## src/tlb_pkg.sv

```systemverilog
// Package with constants and types for the transceiver loopback path selector
package tlb_pkg;

	// ****************************************
	// Register map (word aligned byte offsets)
	// ****************************************
	localparam logic [11:0] TLB_OFF_CONFIG = 12'h000;
	localparam logic [11:0] TLB_OFF_MODE = 12'h004;
	localparam logic [11:0] TLB_OFF_ANALOG = 12'h008;
	localparam logic [11:0] TLB_OFF_STATUS = 12'h00C;
	localparam logic [11:0] TLB_OFF_RSTCTL = 12'h010;

	// ****************************************
	// Field positions and reset values
	// ****************************************
	localparam int TLB_SWING_W = 6;
	localparam int TLB_PRE_W = 5;
	localparam int TLB_DATA_W = 20;
	localparam int TLB_PRE_POS = 8;
	localparam int TLB_MODE_W = 3;
	localparam logic [TLB_SWING_W-1:0] TLB_SWING_RST = 6'h20;
	localparam logic [TLB_PRE_W-1:0] TLB_PRE_RST = 5'h00;
	localparam logic [1:0] TLB_CFG_RST = 2'h0;

	// ****************************************
	// Timing: receive PCS reset length
	// ****************************************
	localparam int TLB_RX_RST_CYCLES = 2;
	localparam logic [2:0] TLB_RX_RST_LOAD = 3'(TLB_RX_RST_CYCLES + 1);

	// Channel configuration
	typedef enum logic [1:0]
	{
		TLB_CFG_GENERIC = 2'h0,
		TLB_CFG_PROTO = 2'h1,
		TLB_CFG_PCIE = 2'h2
	} tlb_cfg_t;

	// Loopback path selection, one at a time
	typedef enum logic [2:0]
	{
		TLB_LB_NONE = 3'h0,
		TLB_LB_SERIAL = 3'h1,
		TLB_LB_FWD_PAR = 3'h2,
		TLB_LB_REV_PAR = 3'h3,
		TLB_LB_REV_SER = 3'h4,
		TLB_LB_REV_PRE = 3'h5
	} tlb_mode_t;

	// Analog transmit buffer settings
	typedef struct packed
	{
		logic [TLB_PRE_W-1:0] pre_emph;
		logic [TLB_SWING_W-1:0] output_swing_setting;
	} tlb_analog_t;

	// Receive word with status
	typedef struct packed
	{
		logic valid;
		logic [TLB_DATA_W-1:0] data;
	} tlb_word_t;

endpackage

```

## src/tlb_top.sv

```systemverilog
// Loopback path selector for one transceiver channel with APB control
// Summary of operation
// - Serial loopback unavailable in PCIe configuration
// - Serial loopback switchable per channel at run time
// - Serial loopback feeds transmit into clock recovery
// - Serial output keeps driving during serial loopback
// - Forward parallel loopback selectable only in generic configuration
// - Forward parallel loopback via pattern test mode
// - Pattern passes aligner into verifier, status visible
// - Rate-match output drives serializer in reverse parallel
// - Received data still delivered to fabric
// - Detect/loopback input selects reverse parallel loopback in PCIe configuration
// - PCIe supports only reverse parallel loopback
// - Reverse serial retimes input onto serial output
// - Reverse serial selected by registers only
// - Reverse serial: swing and pre-emphasis changeable
// - Pre-recovery loopback returns raw serial input
// - Pre-recovery loopback: swing only, pre-emphasis fixed
// - Loopback other than reverse parallel enabled by management bus register writes
//
// The register offsets and the APB slave port were decided locally.
`timescale 1ns/1ps
module tlb_top
	import tlb_pkg::*;
(
	// Clock and reset
	input wire logic pclk,
	input wire logic presetn,
	// APB slave
	input wire logic psel,
	input wire logic penable,
	input wire logic pwrite,
	input wire logic [11:0] paddr,
	input wire logic [31:0] pwdata,
	output logic [31:0] prdata,
	output logic pready,
	output logic pslverr,
	// Fabric transmit side
	input wire logic [TLB_DATA_W-1:0] tx_parallel_data,
	input wire logic pipe_detect_loopback,
	input wire logic rx_pcs_reset,
	// Fabric receive side
	output logic [TLB_DATA_W-1:0] rx_parallel_data,
	output logic rx_data_valid,
	output logic rx_pcs_in_reset,
	// Serial pins, one bit per word slot
	input wire logic [TLB_DATA_W-1:0] rx_serial_data,
	output logic [TLB_DATA_W-1:0] tx_serial_data,
	// Transmit buffer analog settings
	output logic [TLB_SWING_W-1:0] output_swing_setting,
	output logic [TLB_PRE_W-1:0] tx_pre_emphasis
);

	// ****************************************
	// Registers
	// ****************************************

	// Channel configuration and PCIe second generation flag
	logic [1:0] cfg_reg;
	logic gen2_reg;
	// Selected loopback mode
	logic [TLB_MODE_W-1:0] mode_reg;
	// Analog settings
	tlb_analog_t analog_reg;
	// Mode change reset counter
	logic [2:0] rst_cnt_reg;
	// Previous effective mode
	logic [TLB_MODE_W-1:0] eff_prev_reg;
	// Pipeline stages
	tlb_word_t cdr_reg;
	tlb_word_t rm_reg;
	logic [TLB_DATA_W-1:0] tx_word_reg;

	// Effective mode after qualification
	logic [TLB_MODE_W-1:0] eff_mode;
	logic pcie_cfg;
	logic prbs_en;
	logic [TLB_DATA_W-1:0] prbs_data;
	logic prbs_locked;
	logic prbs_error;
	logic apb_wr;
	logic apb_rd;
	logic [TLB_MODE_W-1:0] wmode;
	logic mode_ok;
	logic pcs_rst;

	assign pcie_cfg = (cfg_reg == TLB_CFG_PCIE);
	assign apb_wr = psel & penable & pwrite;
	assign apb_rd = psel & penable & ~pwrite;
	assign wmode = pwdata[TLB_MODE_W-1:0];

	// ****************************************
	// Mode qualification
	// ****************************************

	// Legal register modes per configuration
	always_comb
	begin
		mode_ok = 1'b0;
		unique case (wmode)
			TLB_LB_SERIAL: mode_ok = ~pcie_cfg;
			TLB_LB_FWD_PAR: mode_ok = (cfg_reg == TLB_CFG_GENERIC);
			TLB_LB_REV_SER: mode_ok = ~pcie_cfg;
			TLB_LB_REV_PRE: mode_ok = ~pcie_cfg;
			TLB_LB_NONE: mode_ok = 1'b1;
			default: mode_ok = 1'b0;
		endcase
	end

	// Effective mode: PCIe uses only the control input
	always_comb
	begin
		if (pcie_cfg)
			eff_mode = pipe_detect_loopback ? TLB_LB_REV_PAR : TLB_LB_NONE;
		else
			eff_mode = mode_reg;
	end

	// ****************************************
	// APB register writes
	// ****************************************

	// Configuration register
	always_ff @(posedge pclk or negedge presetn)
	begin
		if (!presetn)
		begin
			cfg_reg <= TLB_CFG_RST;
			gen2_reg <= 1'b0;
		end
		else if (apb_wr && paddr == TLB_OFF_CONFIG && pwdata[1:0] != 2'h3)
		begin
			cfg_reg <= pwdata[1:0];
			gen2_reg <= pwdata[2];
		end
	end

	// Mode register; a new choice replaces the old
	always_ff @(posedge pclk or negedge presetn)
	begin
		if (!presetn)
			mode_reg <= TLB_LB_NONE;
		else if (apb_wr && paddr == TLB_OFF_CONFIG && pwdata[1:0] == TLB_CFG_PCIE)
			mode_reg <= TLB_LB_NONE;
		else if (apb_wr && paddr == TLB_OFF_MODE && mode_ok)
			mode_reg <= wmode;
	end

	// Analog settings register
	always_ff @(posedge pclk or negedge presetn)
	begin
		if (!presetn)
		begin
			analog_reg.output_swing_setting <= TLB_SWING_RST;
			analog_reg.pre_emph <= TLB_PRE_RST;
		end
		else if (apb_wr && paddr == TLB_OFF_ANALOG)
		begin
			analog_reg.output_swing_setting <= pwdata[TLB_SWING_W-1:0];
			if (eff_mode != TLB_LB_REV_PRE)
				analog_reg.pre_emph <= pwdata[TLB_PRE_POS+TLB_PRE_W-1:TLB_PRE_POS];
		end
	end

	// ****************************************
	// APB read and response
	// ****************************************

	// Zero wait state response
	always_ff @(posedge pclk or negedge presetn)
	begin
		if (!presetn)
		begin
			pready <= 1'b0;
			pslverr <= 1'b0;
			prdata <= 32'h0000_0000;
		end
		else
		begin
			pready <= psel & ~penable;
			pslverr <= 1'b0;
			prdata <= 32'h0000_0000;
			if (psel && !penable)
			begin
				unique case (paddr)
					TLB_OFF_CONFIG: prdata <= {29'h0, gen2_reg, cfg_reg};
					TLB_OFF_MODE: prdata <= {29'h0, eff_mode};
					TLB_OFF_ANALOG:
						prdata <= {19'h0, analog_reg.pre_emph, 2'h0,
							analog_reg.output_swing_setting};
					TLB_OFF_STATUS:
						prdata <= {29'h0, rx_pcs_in_reset, prbs_error, prbs_locked};
					TLB_OFF_RSTCTL: prdata <= {29'h0, rst_cnt_reg};
					default: pslverr <= 1'b1;
				endcase
			end
		end
	end

	// ****************************************
	// Receive PCS reset
	// ****************************************

	// Track last effective mode
	always_ff @(posedge pclk or negedge presetn)
	begin
		if (!presetn)
			eff_prev_reg <= TLB_LB_NONE;
		else
			eff_prev_reg <= eff_mode;
	end

	// Three-cycle reset on each mode change
	always_ff @(posedge pclk or negedge presetn)
	begin
		if (!presetn)
			rst_cnt_reg <= 3'h0;
		else if (eff_mode != eff_prev_reg)
			rst_cnt_reg <= TLB_RX_RST_LOAD;
		else if (rst_cnt_reg != 3'h0)
			rst_cnt_reg <= rst_cnt_reg - 3'h1;
	end

	assign pcs_rst = rx_pcs_reset | (rst_cnt_reg != 3'h0);

	// Reset status to fabric
	always_ff @(posedge pclk or negedge presetn)
	begin
		if (!presetn)
			rx_pcs_in_reset <= 1'b1;
		else
			rx_pcs_in_reset <= pcs_rst;
	end

	// ****************************************
	// Pattern generator and verifier
	// ****************************************

	assign prbs_en = (eff_mode == TLB_LB_FWD_PAR);

	tlb_prbs u_prbs
	(
		.pclk(pclk),
		.presetn(presetn),
		.enable(prbs_en),
		.gen_data(prbs_data),
		.chk_data(rm_reg.data),
		.chk_valid(rm_reg.valid),
		.chk_locked(prbs_locked),
		.chk_error(prbs_error)
	);

	// ****************************************
	// Datapath
	// ****************************************

	// Clock recovery stage input selection
	always_ff @(posedge pclk or negedge presetn)
	begin
		if (!presetn)
			cdr_reg <= '0;
		else
		begin
			cdr_reg.valid <= ~pcs_rst;
			if (eff_mode == TLB_LB_SERIAL)
				cdr_reg.data <= tx_word_reg;
			else if (eff_mode == TLB_LB_FWD_PAR)
				cdr_reg.data <= prbs_data;
			else
				cdr_reg.data <= rx_serial_data;
		end
	end

	// Aligner and rate match stage
	always_ff @(posedge pclk or negedge presetn)
	begin
		if (!presetn)
			rm_reg <= '0;
		else
		begin
			rm_reg.valid <= cdr_reg.valid & ~pcs_rst;
			rm_reg.data <= cdr_reg.data;
		end
	end

	// Fabric receive output
	always_ff @(posedge pclk or negedge presetn)
	begin
		if (!presetn)
		begin
			rx_parallel_data <= '0;
			rx_data_valid <= 1'b0;
		end
		else
		begin
			rx_parallel_data <= rm_reg.data;
			rx_data_valid <= rm_reg.valid;
		end
	end

	// Serializer word source
	always_ff @(posedge pclk or negedge presetn)
	begin
		if (!presetn)
			tx_word_reg <= '0;
		else if (eff_mode == TLB_LB_REV_PAR)
			tx_word_reg <= rm_reg.data;
		else
			tx_word_reg <= tx_parallel_data;
	end

	// Serial output driver
	always_ff @(posedge pclk or negedge presetn)
	begin
		if (!presetn)
			tx_serial_data <= '0;
		else
		begin
			unique case (eff_mode)
				TLB_LB_REV_SER: tx_serial_data <= cdr_reg.data;
				TLB_LB_REV_PRE: tx_serial_data <= rx_serial_data;
				default: tx_serial_data <= tx_word_reg;
			endcase
		end
	end

	// Transmit buffer settings out
	always_ff @(posedge pclk or negedge presetn)
	begin
		if (!presetn)
		begin
			output_swing_setting <= TLB_SWING_RST;
			tx_pre_emphasis <= TLB_PRE_RST;
		end
		else
		begin
			output_swing_setting <= analog_reg.output_swing_setting;
			tx_pre_emphasis <= analog_reg.pre_emph;
		end
	end

endmodule

```

## src/tlb_prbs.sv

```systemverilog
// Pattern generator and verifier sharing one polynomial (x^7 + x^6 + 1)
`timescale 1ns/1ps
module tlb_prbs
	import tlb_pkg::*;
(
	// Clock and reset
	input wire logic pclk,
	input wire logic presetn,
	// Control
	input wire logic enable,
	// Generator output
	output logic [TLB_DATA_W-1:0] gen_data,
	// Verifier input and status
	input wire logic [TLB_DATA_W-1:0] chk_data,
	input wire logic chk_valid,
	output logic chk_locked,
	output logic chk_error
);

	// Generator state
	logic [6:0] gen_reg;
	// Verifier state
	logic [6:0] chk_reg;
	logic [2:0] good_reg;

	// Next word of the sequence
	function automatic logic [6:0] prbs_step(input logic [6:0] s);
		logic [6:0] r;
		r = s;
		for (int i = 0; i < 7; i++)
		begin
			r = {r[5:0], r[6] ^ r[5]};
		end
		return r;
	endfunction

	// Replicate seed across the word
	function automatic logic [TLB_DATA_W-1:0] prbs_word(input logic [6:0] s);
		logic [TLB_DATA_W-1:0] w;
		w = '0;
		for (int i = 0; i < TLB_DATA_W; i++)
		begin
			w[i] = s[i % 7];
		end
		return w;
	endfunction

	// Generator advances each cycle while enabled
	always_ff @(posedge pclk or negedge presetn)
	begin
		if (!presetn)
			gen_reg <= 7'h7F;
		else if (enable)
			gen_reg <= prbs_step(gen_reg);
	end

	// Registered generator output
	always_ff @(posedge pclk or negedge presetn)
	begin
		if (!presetn)
			gen_data <= '0;
		else
			gen_data <= enable ? prbs_word(gen_reg) : '0;
	end

	// Verifier seeds from the incoming word, then compares
	always_ff @(posedge pclk or negedge presetn)
	begin
		if (!presetn)
		begin
			chk_reg <= 7'h00;
			good_reg <= 3'h0;
			chk_locked <= 1'b0;
			chk_error <= 1'b0;
		end
		else if (!enable)
		begin
			good_reg <= 3'h0;
			chk_locked <= 1'b0;
			chk_error <= 1'b0;
		end
		else if (chk_valid)
		begin
			chk_reg <= prbs_step(chk_data[6:0]);
			if (chk_data == prbs_word(chk_reg))
			begin
				if (good_reg != 3'h7)
					good_reg <= good_reg + 3'h1;
				chk_locked <= (good_reg == 3'h7);
			end
			else
			begin
				// Sticky error only once locked
				chk_error <= chk_error | chk_locked;
				good_reg <= 3'h0;
				chk_locked <= 1'b0;
			end
		end
	end

endmodule

```

## config.mk

```make
export PLATFORM = sky130hd
export DESIGN_NAME = tlb_top
export DESIGN_NICKNAME = d
export VERILOG_FILES = /design/src/tlb_pkg.sv /design/src/tlb_top.sv /design/src/tlb_prbs.sv
export SDC_FILE = /design/constraint.sdc
export NUM_CORES = 1
export LEC_CHECK = 0
export ABC_AREA = 1
export ABC_CLOCK_PERIOD_IN_PS = 2750
export BUFFER_PORTS_ARGS = -buffer_cell sky130_fd_sc_hd__buf_2
export CAP_MARGIN = 0
export CORE_MARGIN = 5
export CORE_UTILIZATION = 58
export CTS_CLUSTER_SIZE = 40
export DETAILED_ROUTE_END_ITERATION = 8
export PLACE_DENSITY = 0.85
export SLEW_MARGIN = 20
export SYNTH_ARGS = -nofsm -noshare
export SYNTH_HDL_FRONTEND = slang
export SYNTH_HIERARCHICAL = 1
export SYNTH_SLANG_ARGS = --single-unit
```

## constraint.sdc

```tcl
create_clock -name pclk -period 2.75 [get_ports pclk]
set_input_delay 0 -clock pclk [delete_from_list [all_inputs] [get_ports pclk]]
set_output_delay 0 -clock pclk [all_outputs]
set_load 0.1 [all_outputs]
```

==> metrics, run 1 <==
min-delay src psel; grt met1 use roughly 31%; Worst-Margin Slew just under 0.9 ns; post-CTS sizing 0; core area roughly 0.013 sq mm; layer with the highest usage met2; setup TNS 0 ns; Worst slew margin approximately 41%; synth top area cells dfrtp_1 (55%), nand2_1 (13%), nand3_1 (5.1%); post-CTS setup buffers 0; Final min period roughly 2.2 ns; P_int 4500 uW; post-route ant nets 0; met3 Track Usage GR 6.13%; vias 6387; Clock power frac approximately two fifths; port bufs between 100 and 150; final setup violation count 0; Synth top area share 54.6%; residual DRC count 0; Async SR Flop Fraction 100%; Root Driver clkbuf_16; Crit Path Category reg -> reg; post-synth top area cell dfrtp_1; Initial Util around 58%; Worst-Skew Late Latency 0.43 ns; clock tree buffer depth 2; final estimated routing congestion in global placement roughly 0.88; DRT iter0 DRCs 593; full die area 0.0156 sq mm; CP delay by family, top simple AND/OR/NAND/NOR gates; EDFF count, synth 0; max-cap violation count 0; routed len/inst ~16 microns; synth warn 6; Syn Area/Cell approximately 9 sq um; share of layout cells above drive strength 1 20.2%; Nets roughly 1.1k; Hold Crit Depth 5; clock skew between 0.01 and 0.015 ns; post-layout util between 70% and 80%; row cnt between 40 and 50; grt ovf 0; worst r2r src cfg_reg[0]; Unique masters post-synth 32; hold buffers post-CTS 57; sequential area share after synthesis between 50 and 60%; Die Span Y 125 microns; first-pass GRT wire length approximately 32000 microns; CP Cell Sequence inv_2 -> nand2_2 -> nand2_1 -> nand2_4 -> nand2_1 -> inv_1 -> nand2_1 -> nand2_1 -> o21ai_0; Req. time, crit path slightly above 3 ns; Psw about 2000 uW; Reg power frac between 40% and 50%; met2 Use GR a little under half; Crit path largest cell delay 0.43 ns; drt pass-1 iters 5; Diodes inserted 0; Worst Path Arrival between 2 and 2.5 ns; Mapped Area between 0.007 and 0.008 sq mm; Sw Share ~31%; num ports about 180; logic gate share of total power about 17%; HPWL after detailed placement between 10000 and 15000 microns; Design Power 6490 uW; Hold Crit Class in -> reg; clk sinks roughly 180; fmax roughly 460 MHz; Worst Path Max Fanout 27; Die W approximately 120 microns; reg-to-reg slack, setup between 0.5 and 0.6 ns; Leak approximately 0.0052 uW; total CTS buffers 17; RSZ-0062 raised after global routing false; Fill cells roughly 840; Avg Vias per Cell about 5.2; routed wire length about 20000 microns; Synth Instances about 850; outcome finished, final reports clean; Pins Over Slew Limit 0; pwr dens just under 700 mW/mm^2; Worst-path clk slew approximately 0.070 ns; crit path capture type register; FF-to-FF path depth 9; initial antenna violation count 0; VDD IR max 429 uV; WP buf/inv 2; Worst setup SP type register; largest net degree at the start of global routing 81; fin crit share 78.2%; tightest hold margin ~0.054 ns; TritonCTS clock tree built; H-tree level count 4; Synth Register Bits 177; Hold Vio Cnt, Final 0; gr usage total a little over a quarter; synth cell count leaders nand2_1 (271), dfrtp_1 (167), inv_1 (99); vias in the first global route between 6k and 7k; top-count cell post-synth nand2_1; Area growth syn-to-layout 24.3%; CP max-delay cell dfrtp_1; Post-synth top flop dfrtp_1; most frequent CP cell nand2_1; Hold Path Sink pslverr; R2R Path End u_prbs/chk_reg[3]
==> metal layers <==
layer	wire length (microns)	part of all wire [%]
met4	895	4.5
met1	7560	38
met2	10200	51
met3	1410	7.0
met5	0	0
==> final cells by class <==
class                           instances  area [sq um]  share of cell area [%]
Multi-Input combinational cell        527          2500                    26.2
Tap cell                              176           220                    2.31
Clock buffer                           20           467                    4.90
Inverter                              108           405                    4.26
Clock inverter                         12           153                    1.60
Sequential cell                       177          4440                    46.7
Timing Repair Buffer                  201          1330                    14.0
==> per-stage QoR <==
| stage | worst slack (ns) | cell area (sq um) | instances |
|---|---|---|---|
| finish | 0.598 | 9520 | 1221 |
| global route | 0.377 | 9520 | 1221 |
| CTS | 0.632 | 9520 | 1221 |
| detailed placement | 0.665 | 8330 | 1132 |
| global placement | 0.707 | 8330 | 1132 |
| floorplan | 0.922 | 7730 | 869 |
==> cells in the final DEF (no fill, tap or decap), drive strengths merged <==
cell	count
nor2	44
nor3	3
nand4	1
dfrtp	167
clkbuf	20
o21ai	41
nand2	278
nor3b	8
xor2	9
ha	4
bufinv	3
xnor2	16
a21oi	2
dlygate4sd3	57
dfstp	10
inv	111
nand3b	20
buf	144
nand3	80
clkinv	6
conb	21
==> worst max path at each step <==
| stage | end | slack [ns] | startpoint | cells after the start |
|---|---|---|---|---|
| after floorplan | u_prbs/chk_reg[4] | 0.92 | cfg_reg[0] | 11 |
| final | u_prbs/chk_reg[3] | 0.60 | cfg_reg[0] | 9 |
| after global placement | u_prbs/chk_error | 0.71 | cfg_reg[0] | 9 |
| after global routing | u_prbs/chk_error | 0.38 | cfg_reg[0] | 10 |
| after detailed placement | u_prbs/chk_error | 0.66 | cfg_reg[0] | 10 |
| after CTS | u_prbs/chk_reg[3] | 0.63 | cfg_reg[0] | 9 |
==> worst register-to-register path: cells and delay by family, from the launching register on <==
family	cells	cell delay [ns]
compound gates	1	0.12
buf+inv	2	0.32
simple gates	6	1.13
flops	1	0.43
==> cell families (layout without fill, tap and decap cells) <==
family | Yosys count | count (layout) | share of synthesized area [%]
buffers and inverters | 165 | 341 | 10.3
flip-flops | 177 | 177 | 58.0
AND/OR/NAND/NOR | 434 | 434 | 25.2
XOR/XNOR | 25 | 25 | 2.86
other | 1 | 21 | 0.0490
AO/OA/AOI/OAI | 43 | 43 | 2.86
adder cells (fa/ha/maj) | 4 | 4 | 0.654
==> power groups by stage <==
stage	registers [uW]	logic [uW]	clock network, uW
global route	2880	1160	2660
detailed placement	2900	1010	0
global placement	2890	1000	0
CTS	2860	1090	2540
floorplan	3300	378	0
finish	2860	1100	2530
(Power assumes the default switching activity.)
==> run 2: changes to the inputs <==
--- a/config.mk
+++ b/config.mk
@@ -6,14 +6,14 @@
 export NUM_CORES = 1
 export LEC_CHECK = 0
 export ABC_AREA = 1
-export ABC_CLOCK_PERIOD_IN_PS = 2750
+export ABC_CLOCK_PERIOD_IN_PS = 2000
 export BUFFER_PORTS_ARGS = -buffer_cell sky130_fd_sc_hd__buf_2
 export CAP_MARGIN = 0
 export CORE_MARGIN = 5
-export CORE_UTILIZATION = 58
+export CORE_UTILIZATION = 54
 export CTS_CLUSTER_SIZE = 40
 export DETAILED_ROUTE_END_ITERATION = 8
-export PLACE_DENSITY = 0.85
+export PLACE_DENSITY = 0.8
 export SLEW_MARGIN = 20
 export SYNTH_ARGS = -nofsm -noshare
 export SYNTH_HDL_FRONTEND = slang
==> constraint.sdc (replaced) <==
create_clock -name pclk -period 2 [get_ports pclk]
set_input_delay 0 -clock pclk [delete_from_list [all_inputs] [get_ports pclk]]
set_output_delay 0 -clock pclk [all_outputs]
set_load 0.1 [all_outputs]
==> run 2 against run 1 <==
Compared with the run above:
- sequential cell count did not move
- first-iteration DRC count fell by 21%
- maximum frequency rose by 19%
- via count fell by 2.2%
- global-route usage fell by 2.5 points
- final cell count rose by 0.98%
- critical path depth rose by 3
- critical endpoint is now u_prbs/gen_reg[0]
- largest cell class unchanged
==> metrics, run 2 (same netlist as run 1, synthesis figures left out) <==
fmax 555 MHz (+19%); Worst Path Max Fanout 8 (-70%); fin crit share 90.0% (+12 points); drt pass-1 iters 5 (unchanged); total CTS buffers 17 (unchanged); final setup violation count 0 (unchanged); Psw 2660 uW (+34%); Placement Cell Area 0.00842 sq mm (+1.1%); DRT iter0 DRCs 466 (-21%); post-route ant nets 0 (unchanged); Design Area, Final 0.00961 sq mm (+0.96%); crit path capture type register; Hold Crit Class in -> reg; max-cap violation count 0 (unchanged); Die Span Y 129 microns (+3.3%); Avg Vias per Cell 5.07 (-3.2%); row cnt 43 (+2.4%); first-pass GRT wire length 30700 microns (-5.4%); outcome finished, final reports clean; VDD IR max 539 uV (+26%); H-tree level count 4 (unchanged); Req. time, crit path 2.35 ns (-0.68 ns); Crit Path Category reg -> reg; Sw Share 30.0% (-0.62 points); final estimated routing congestion in global placement 0.874 (-0.52%); largest net degree at the start of global routing 73 (-9.9%); Worst-path clk slew 0.06 ns (about the same); Worst Path Arrival 2.15 ns (-0.28 ns); Hold Vio Cnt, Final 0 (unchanged); Worst-Skew Late Latency 0.43 ns (about the same); residual DRC count 0 (unchanged); vias 6246 (-2.2%); setup TNS 0 ns (unchanged); Final min period 1.80 ns (-0.351 ns); grt ovf 0 (unchanged); most common cell after layout, fill and taps aside nand2_1; Die W 129 microns (+3.3%); clk sinks 177 (unchanged); routed len/inst 15.6 microns (-5.4%); Pins Over Slew Limit 0 (unchanged); Initial Util 55.1% (-3.4 points); HPWL after detailed placement 12700 microns (+5.8%); TritonCTS clock tree built; Root Driver clkbuf_16; port bufs 135 (unchanged); full die area 0.0167 sq mm (+6.8%); num ports 178 (unchanged); Area growth syn-to-layout 25.5%; pwr dens 922 mW/mm^2 (+35%); RSZ-0062 raised after global routing false; vias in the first global route 6269 (-1.9%); core area 0.0139 sq mm (+6.1%); initial antenna violation count 1 (+1); Clock power frac 38.4% (-0.6 points); P_int 6200 uW (+38%); clock skew 0.00935 ns (-0.00124 ns); share of layout cells above drive strength 1 20.6% (+0.44 points); Leak 0.00522 uW (+0.50%); commonest cells after routing, fill and taps aside nand2_1 (270), dfrtp_1 (167), buf_2 (134), inv_1 (98), nand3_1 (78); post-CTS setup buffers 0 (unchanged); Reg power frac 44.3% (+0.2 points); Worst setup SP type register; gr usage total 23.8% (-2.5 points); logic gate share of total power 17.4% (+0.5 points); Nets 1134 (+0.62%); routed wire length 19200 microns (-4.5%); clock tree buffer depth 2 (unchanged)
-- run 2: cell types whose count changed in the layout (fill, tap and decap cells not counted), moves of 2 or more --
cell        change
buf_4           +4
buf_12          +3
clkbuf_1        +3
clkinv_2        -3
inv_6           -3
clkinv_4        +2
clkinvlp_4      +2
-- run 2: final cells by class --
type | count | area (sq um)
fillers | 1006 | 4270
multi-input cells | 527 | 2500
diodes | 1 | 2.50
clock inverters | 9 | 133
flip-flops and latches | 177 | 4440
well taps | 180 | 225
clock buffers | 23 | 478
inverters | 108 | 405
repair buffers | 208 | 1420
-- run 2: routing by layer --
metal | vias up | track usage [%] | wire (microns)
met1 | 3024 | 29.3 | 7560
met2 | 248 | 40.7 | 9900
met5 | - | 0 | 0
met4 | 0 | 9.51 | 434
li1 | 2940 | - | -
met3 | 34 | 5.77 | 1310
-- run 2: timing repair --
item                       in CTS  in global routing
hold buffers                   57                  0
setup endpoints to repair       0                 10
hold endpoints to repair      254                  0
resized for setup               0                  2
-- run 2: stage by stage --
stage	hold slack [ns]	instances	setup WS (ns)	total power [uW]	util [%]
floorplan	-0.296	869	0.172	5050	-
global placement	-0.0461	1143	0.196	5390	60.7
detailed placement	-0.0459	1143	0.130	5420	60.7
CTS	0.0283	1232	0.112	8890	69.2
global route	0.0897	1233	0.0174	9160	69.2
finish	0.0406	1233	0.199	8860	69.2
-- run 2: critical path, stage by stage, from the launching register on --
cell and delay (ns):
dfrtp_1 0.43, inv_2 0.05, nand2_2 0.10, nand2_1 0.10, nand2_4 0.14, nor2_2 0.05, nand2_1 0.08, inv_2 0.07
buf_4 0.15, nand2_1 0.05, inv_1 0.04, o21ai_0 0.28, xnor2_1 0.17
-- run 2: power by group through the flow --
stage          combinational (uW)  clock, uW  sequential [uW]
4_1_cts                      1530       3440             3920
2_1_floorplan                 520          0             4530
3_5_place_dp                 1440          0             3980
3_3_place_gp                 1420          0             3970
6_report                     1540       3400             3920
5_1_grt                      1630       3590             3940
-- run 2: path summary, 6_finish.rpt --
check / slack, ns / start / to / depth (start not counted)
worst max-delay path: 0.20 / cfg_reg[0] / u_prbs/gen_reg[0] / 12
worst min-delay path: 0.04 / psel / pslverr / 5
worst max register to register: 0.20 / cfg_reg[0] / u_prbs/gen_reg[0] / 12
worst min register to register: 0.37 / cdr_reg[12] / rm_reg[12] / 0
max in group asynchronous: 1.17 / presetn / u_prbs/gen_reg[5] / 3
min in group asynchronous: 0.06 / presetn / cdr_reg[5] / 2
==> run 3: changes to the inputs <==
--- a/config.mk
+++ b/config.mk
@@ -5,12 +5,11 @@
 export SDC_FILE = /design/constraint.sdc
 export NUM_CORES = 1
 export LEC_CHECK = 0
-export ABC_AREA = 1
 export ABC_CLOCK_PERIOD_IN_PS = 2000
 export BUFFER_PORTS_ARGS = -buffer_cell sky130_fd_sc_hd__buf_2
 export CAP_MARGIN = 0
 export CORE_MARGIN = 5
-export CORE_UTILIZATION = 54
+export CORE_UTILIZATION = 53
 export CTS_CLUSTER_SIZE = 40
 export DETAILED_ROUTE_END_ITERATION = 8
 export PLACE_DENSITY = 0.8
==> run 3 against run 2 <==
Compared with the run above:
- sequential power is 2% lower
- global-route usage rose by 0.32 points
- routed wire length shrank 4.9%
- clock skew about the same
- cell area is 4.2% lower
- largest power group unchanged
- highest routed layer unchanged
==> metrics, run 3 <==
Async SR Flop Fraction 100% (unchanged); Diodes inserted 0 (-1); CP Cell Sequence or4_4 -> a222oi_1 -> buf_4 -> inv_1 -> o311a_1; Setup Slack @ Placement 0.0525 ns (-0.0771 ns); Crit path largest cell delay 0.52 ns (+0.09 ns); outcome finished, final reports clean; num ports 178 (unchanged); CP Depth 5 (-7); synth cell count leaders dfrtp_1 (167), nand2_1 (73), nor2_1 (35); grt met1 use 28.5% (-0.80 points); VDD IR max 695 uV (+29%); R2R Path End u_prbs/chk_error; Die W 126 microns (-2.6%); Mapped Area 0.00709 sq mm (-7.3%); gr usage total 24.1% (+0.32 points); min-delay src paddr[2]; final setup violation count 0 (unchanged); core area 0.0132 sq mm (-5.0%); initial antenna violation count 0 (-1); reg-to-reg slack, setup 0.07 ns (-0.13 ns); DRT iter0 DRCs 485 (+4.1%); clock skew 0.00893 ns (-0.000413 ns); residual DRC count 0 (unchanged); setup TNS 0 ns (unchanged); drt pass-1 iters 5 (unchanged); Hold Crit Depth 3 (-2); grt ovf 0 (unchanged); routed len/inst 18.6 microns (+19%); Final min period 1.93 ns (+0.133 ns); pwr dens 895 mW/mm^2 (-2.9%); Worst Path Arrival 2.25 ns (+0.10 ns); tightest hold margin 0.0159 ns (-0.0247 ns); Nets 890 (-22%); H-tree level count 4 (unchanged); HPWL after detailed placement 11600 microns (-8.8%); most common cell after layout, fill and taps aside dfrtp_1; vias in the first global route 5633 (-10%); fin crit share 96.7% (+6.7 points); final estimated routing congestion in global placement 0.897 (+2.6%); Leak 0.00450 uW (-14%); synth warn 6 (unchanged); Clock power frac 39.3% (+0.9 points); worst r2r src u_prbs/chk_reg[3]; CP max-delay cell or4_4; Hold Vio Cnt, Final 0 (unchanged); top-count cell post-synth dfrtp_1; WP buf/inv 2 (-2); routed wire length 18300 microns (-4.9%); clk sinks 177 (unchanged); total CTS buffers 17 (unchanged); max-cap violation count 0 (unchanged); post-synth top area cell dfrtp_1; Worst-Skew Late Latency 0.43 ns (about the same); Reg power frac 46.5% (+2.2 points); Worst-path clk slew 0.07 ns (about the same); Design Power 8240 uW (-6.9%); Syn Area/Cell 12.2 sq um (+35%); EDFF count, synth 0 (unchanged); port bufs 135 (unchanged); Initial Util 53.8% (-1.4 points); Worst setup SP type register; largest net degree at the start of global routing 57 (-22%); FF-to-FF path depth 5 (-7); Synth top area share 58.9% (+4.3 points); share of layout cells above drive strength 1 31.7% (+11 points); crit path capture type register; clock tree buffer depth 2 (unchanged); Die Span Y 126 microns (-2.6%); vias 5319 (-15%); Worst-Margin Slew 0.502 ns; Synth Instances 583 (-31%); row cnt 42 (-2.3%); commonest cells after routing, fill and taps aside dfrtp_1 (167), buf_2 (134), nand2_1 (73), dlygate4sd3_1 (58), nor2_1 (35); met2 Use GR 41.2% (+0.49 points); Setup WS post-layout 0.0657 ns (-0.133 ns); Psw 2290 uW (-14%); RSZ-0062 raised after global routing true; CP delay by family, top compound AO/OA/AOI/OAI gates; logic gate share of total power 14.2% (-3.2 points); met3 Track Usage GR 5.80% (+0.029 points); Hold Crit Class in -> reg; Placement Cell Area 0.00804 sq mm (-4.5%); TritonCTS clock tree built; first-pass GRT wire length 29800 microns (-2.8%); Synth Register Bits 177 (unchanged); post-route ant nets 0 (unchanged); Root Driver clkbuf_16; Design Area, Final 0.00921 sq mm (-4.2%); Post-synth top flop dfrtp_1; layer with the highest usage met2; fmax 517 MHz (-6.9%); Worst slew margin 66.3%; Area growth syn-to-layout 29.8%; full die area 0.0158 sq mm (-5.1%); Pins Over Slew Limit 0 (unchanged); Req. time, crit path 2.31 ns (-0.04 ns); Crit Path Category reg -> reg; Hold Path Sink pslverr; sequential area share after synthesis 62.6% (+4.6 points); synth top area cells dfrtp_1 (59%), mux2_2 (4.4%), nand2_1 (3.9%); Avg Vias per Cell 5.41 (+6.7%); P_int 5950 uW (-4.0%); Sw Share 27.8% (-2.2 points); Worst Path Max Fanout 5 (-3); Unique masters post-synth 50 (+56%)
[run 3: cell count changes after synthesis, sizes merged, moves of 10 or more]
cell,previous run,this run
nand3,80,13
a31oi,0,21
nand2,278,73
clkbuf,1,12
o21ai,41,27
mux2,0,33
nand3b,20,0
a21oi,2,12
inv,107,10
mux2i,0,22
buf,56,42
and2,0,17
[run 3: how the worst max path moves through the flow]
| stage | slack, ns | to | startpoint |
|---|---|---|---|
| 2_1_floorplan | 0.03 | u_prbs/good_reg[1] | cfg_reg[0] |
| 3_3_place_gp | 0.1 | u_prbs/chk_error | u_prbs/chk_reg[3] |
| 3_5_place_dp | 0.05 | u_prbs/chk_error | u_prbs/chk_reg[3] |
| 4_1_cts | 0.03 | u_prbs/chk_error | u_prbs/chk_reg[3] |
| 5_1_grt | -0.003 | tx_word_reg[2] | cfg_reg[0] |
| 6_report | 0.07 | u_prbs/chk_error | u_prbs/chk_reg[3] |
[run 3: power groups by stage]
stage	combinational [uW]	sequential (uW)	clock, uW
final	1170	3830	3240
after global routing	1260	3840	3440
after CTS	1170	3830	3250
after detailed placement	1080	3890	0
after global placement	1050	3880	0
after floorplan	447	4230	0
[run 3: logic make-up after synthesis]
family,share of synthesized area (%)
AO/OA/AOI/OAI,6.58
XOR/XNOR,2.84
adder cells (fa/ha/maj),0.705
buffers and inverters,5.50
flip-flops,62.6
multiplexers,9.56
other,0.0529
AND/OR/NAND/NOR,12.2
[run 3: repair_timing]
item / in CTS / in global routing
buffers inserted: 0 / 1
hold endpoints to repair: 232 / 0
endpoints found under the setup margin: 0 / 2
resized for setup: 0 / 1
hold buffers: 58 / 0
[run 3: area by class of cell]
class                   instances  area [sq um]
clock buffers                  21           460
multi-input cells             362          2350
flip-flops and latches        177          4440
inverters                      10          37.5
clock inverters                11           113
repair buffers                227          1580
fillers                       865          3980
well taps                     176           220
[run 3: per-layer routing]
metal,share of wire [%],vias to the layer above
met5,0,-
met4,4.6,0
met3,6.2,68
met2,51,239
met1,38,2657
li1,-,2355
[run 3: through the flow]
stage,util [%],std cells
floorplan,-,603
global placement,61.0,893
detailed placement,61.0,893
CTS,69.7,983
global route,69.8,984
finish,69.8,984
[run 3: worst min-delay path, cell delays in order]
cell and delay (ns):
buf_2 0.16, o21ai_0 0.16, a21boi_0 0.07
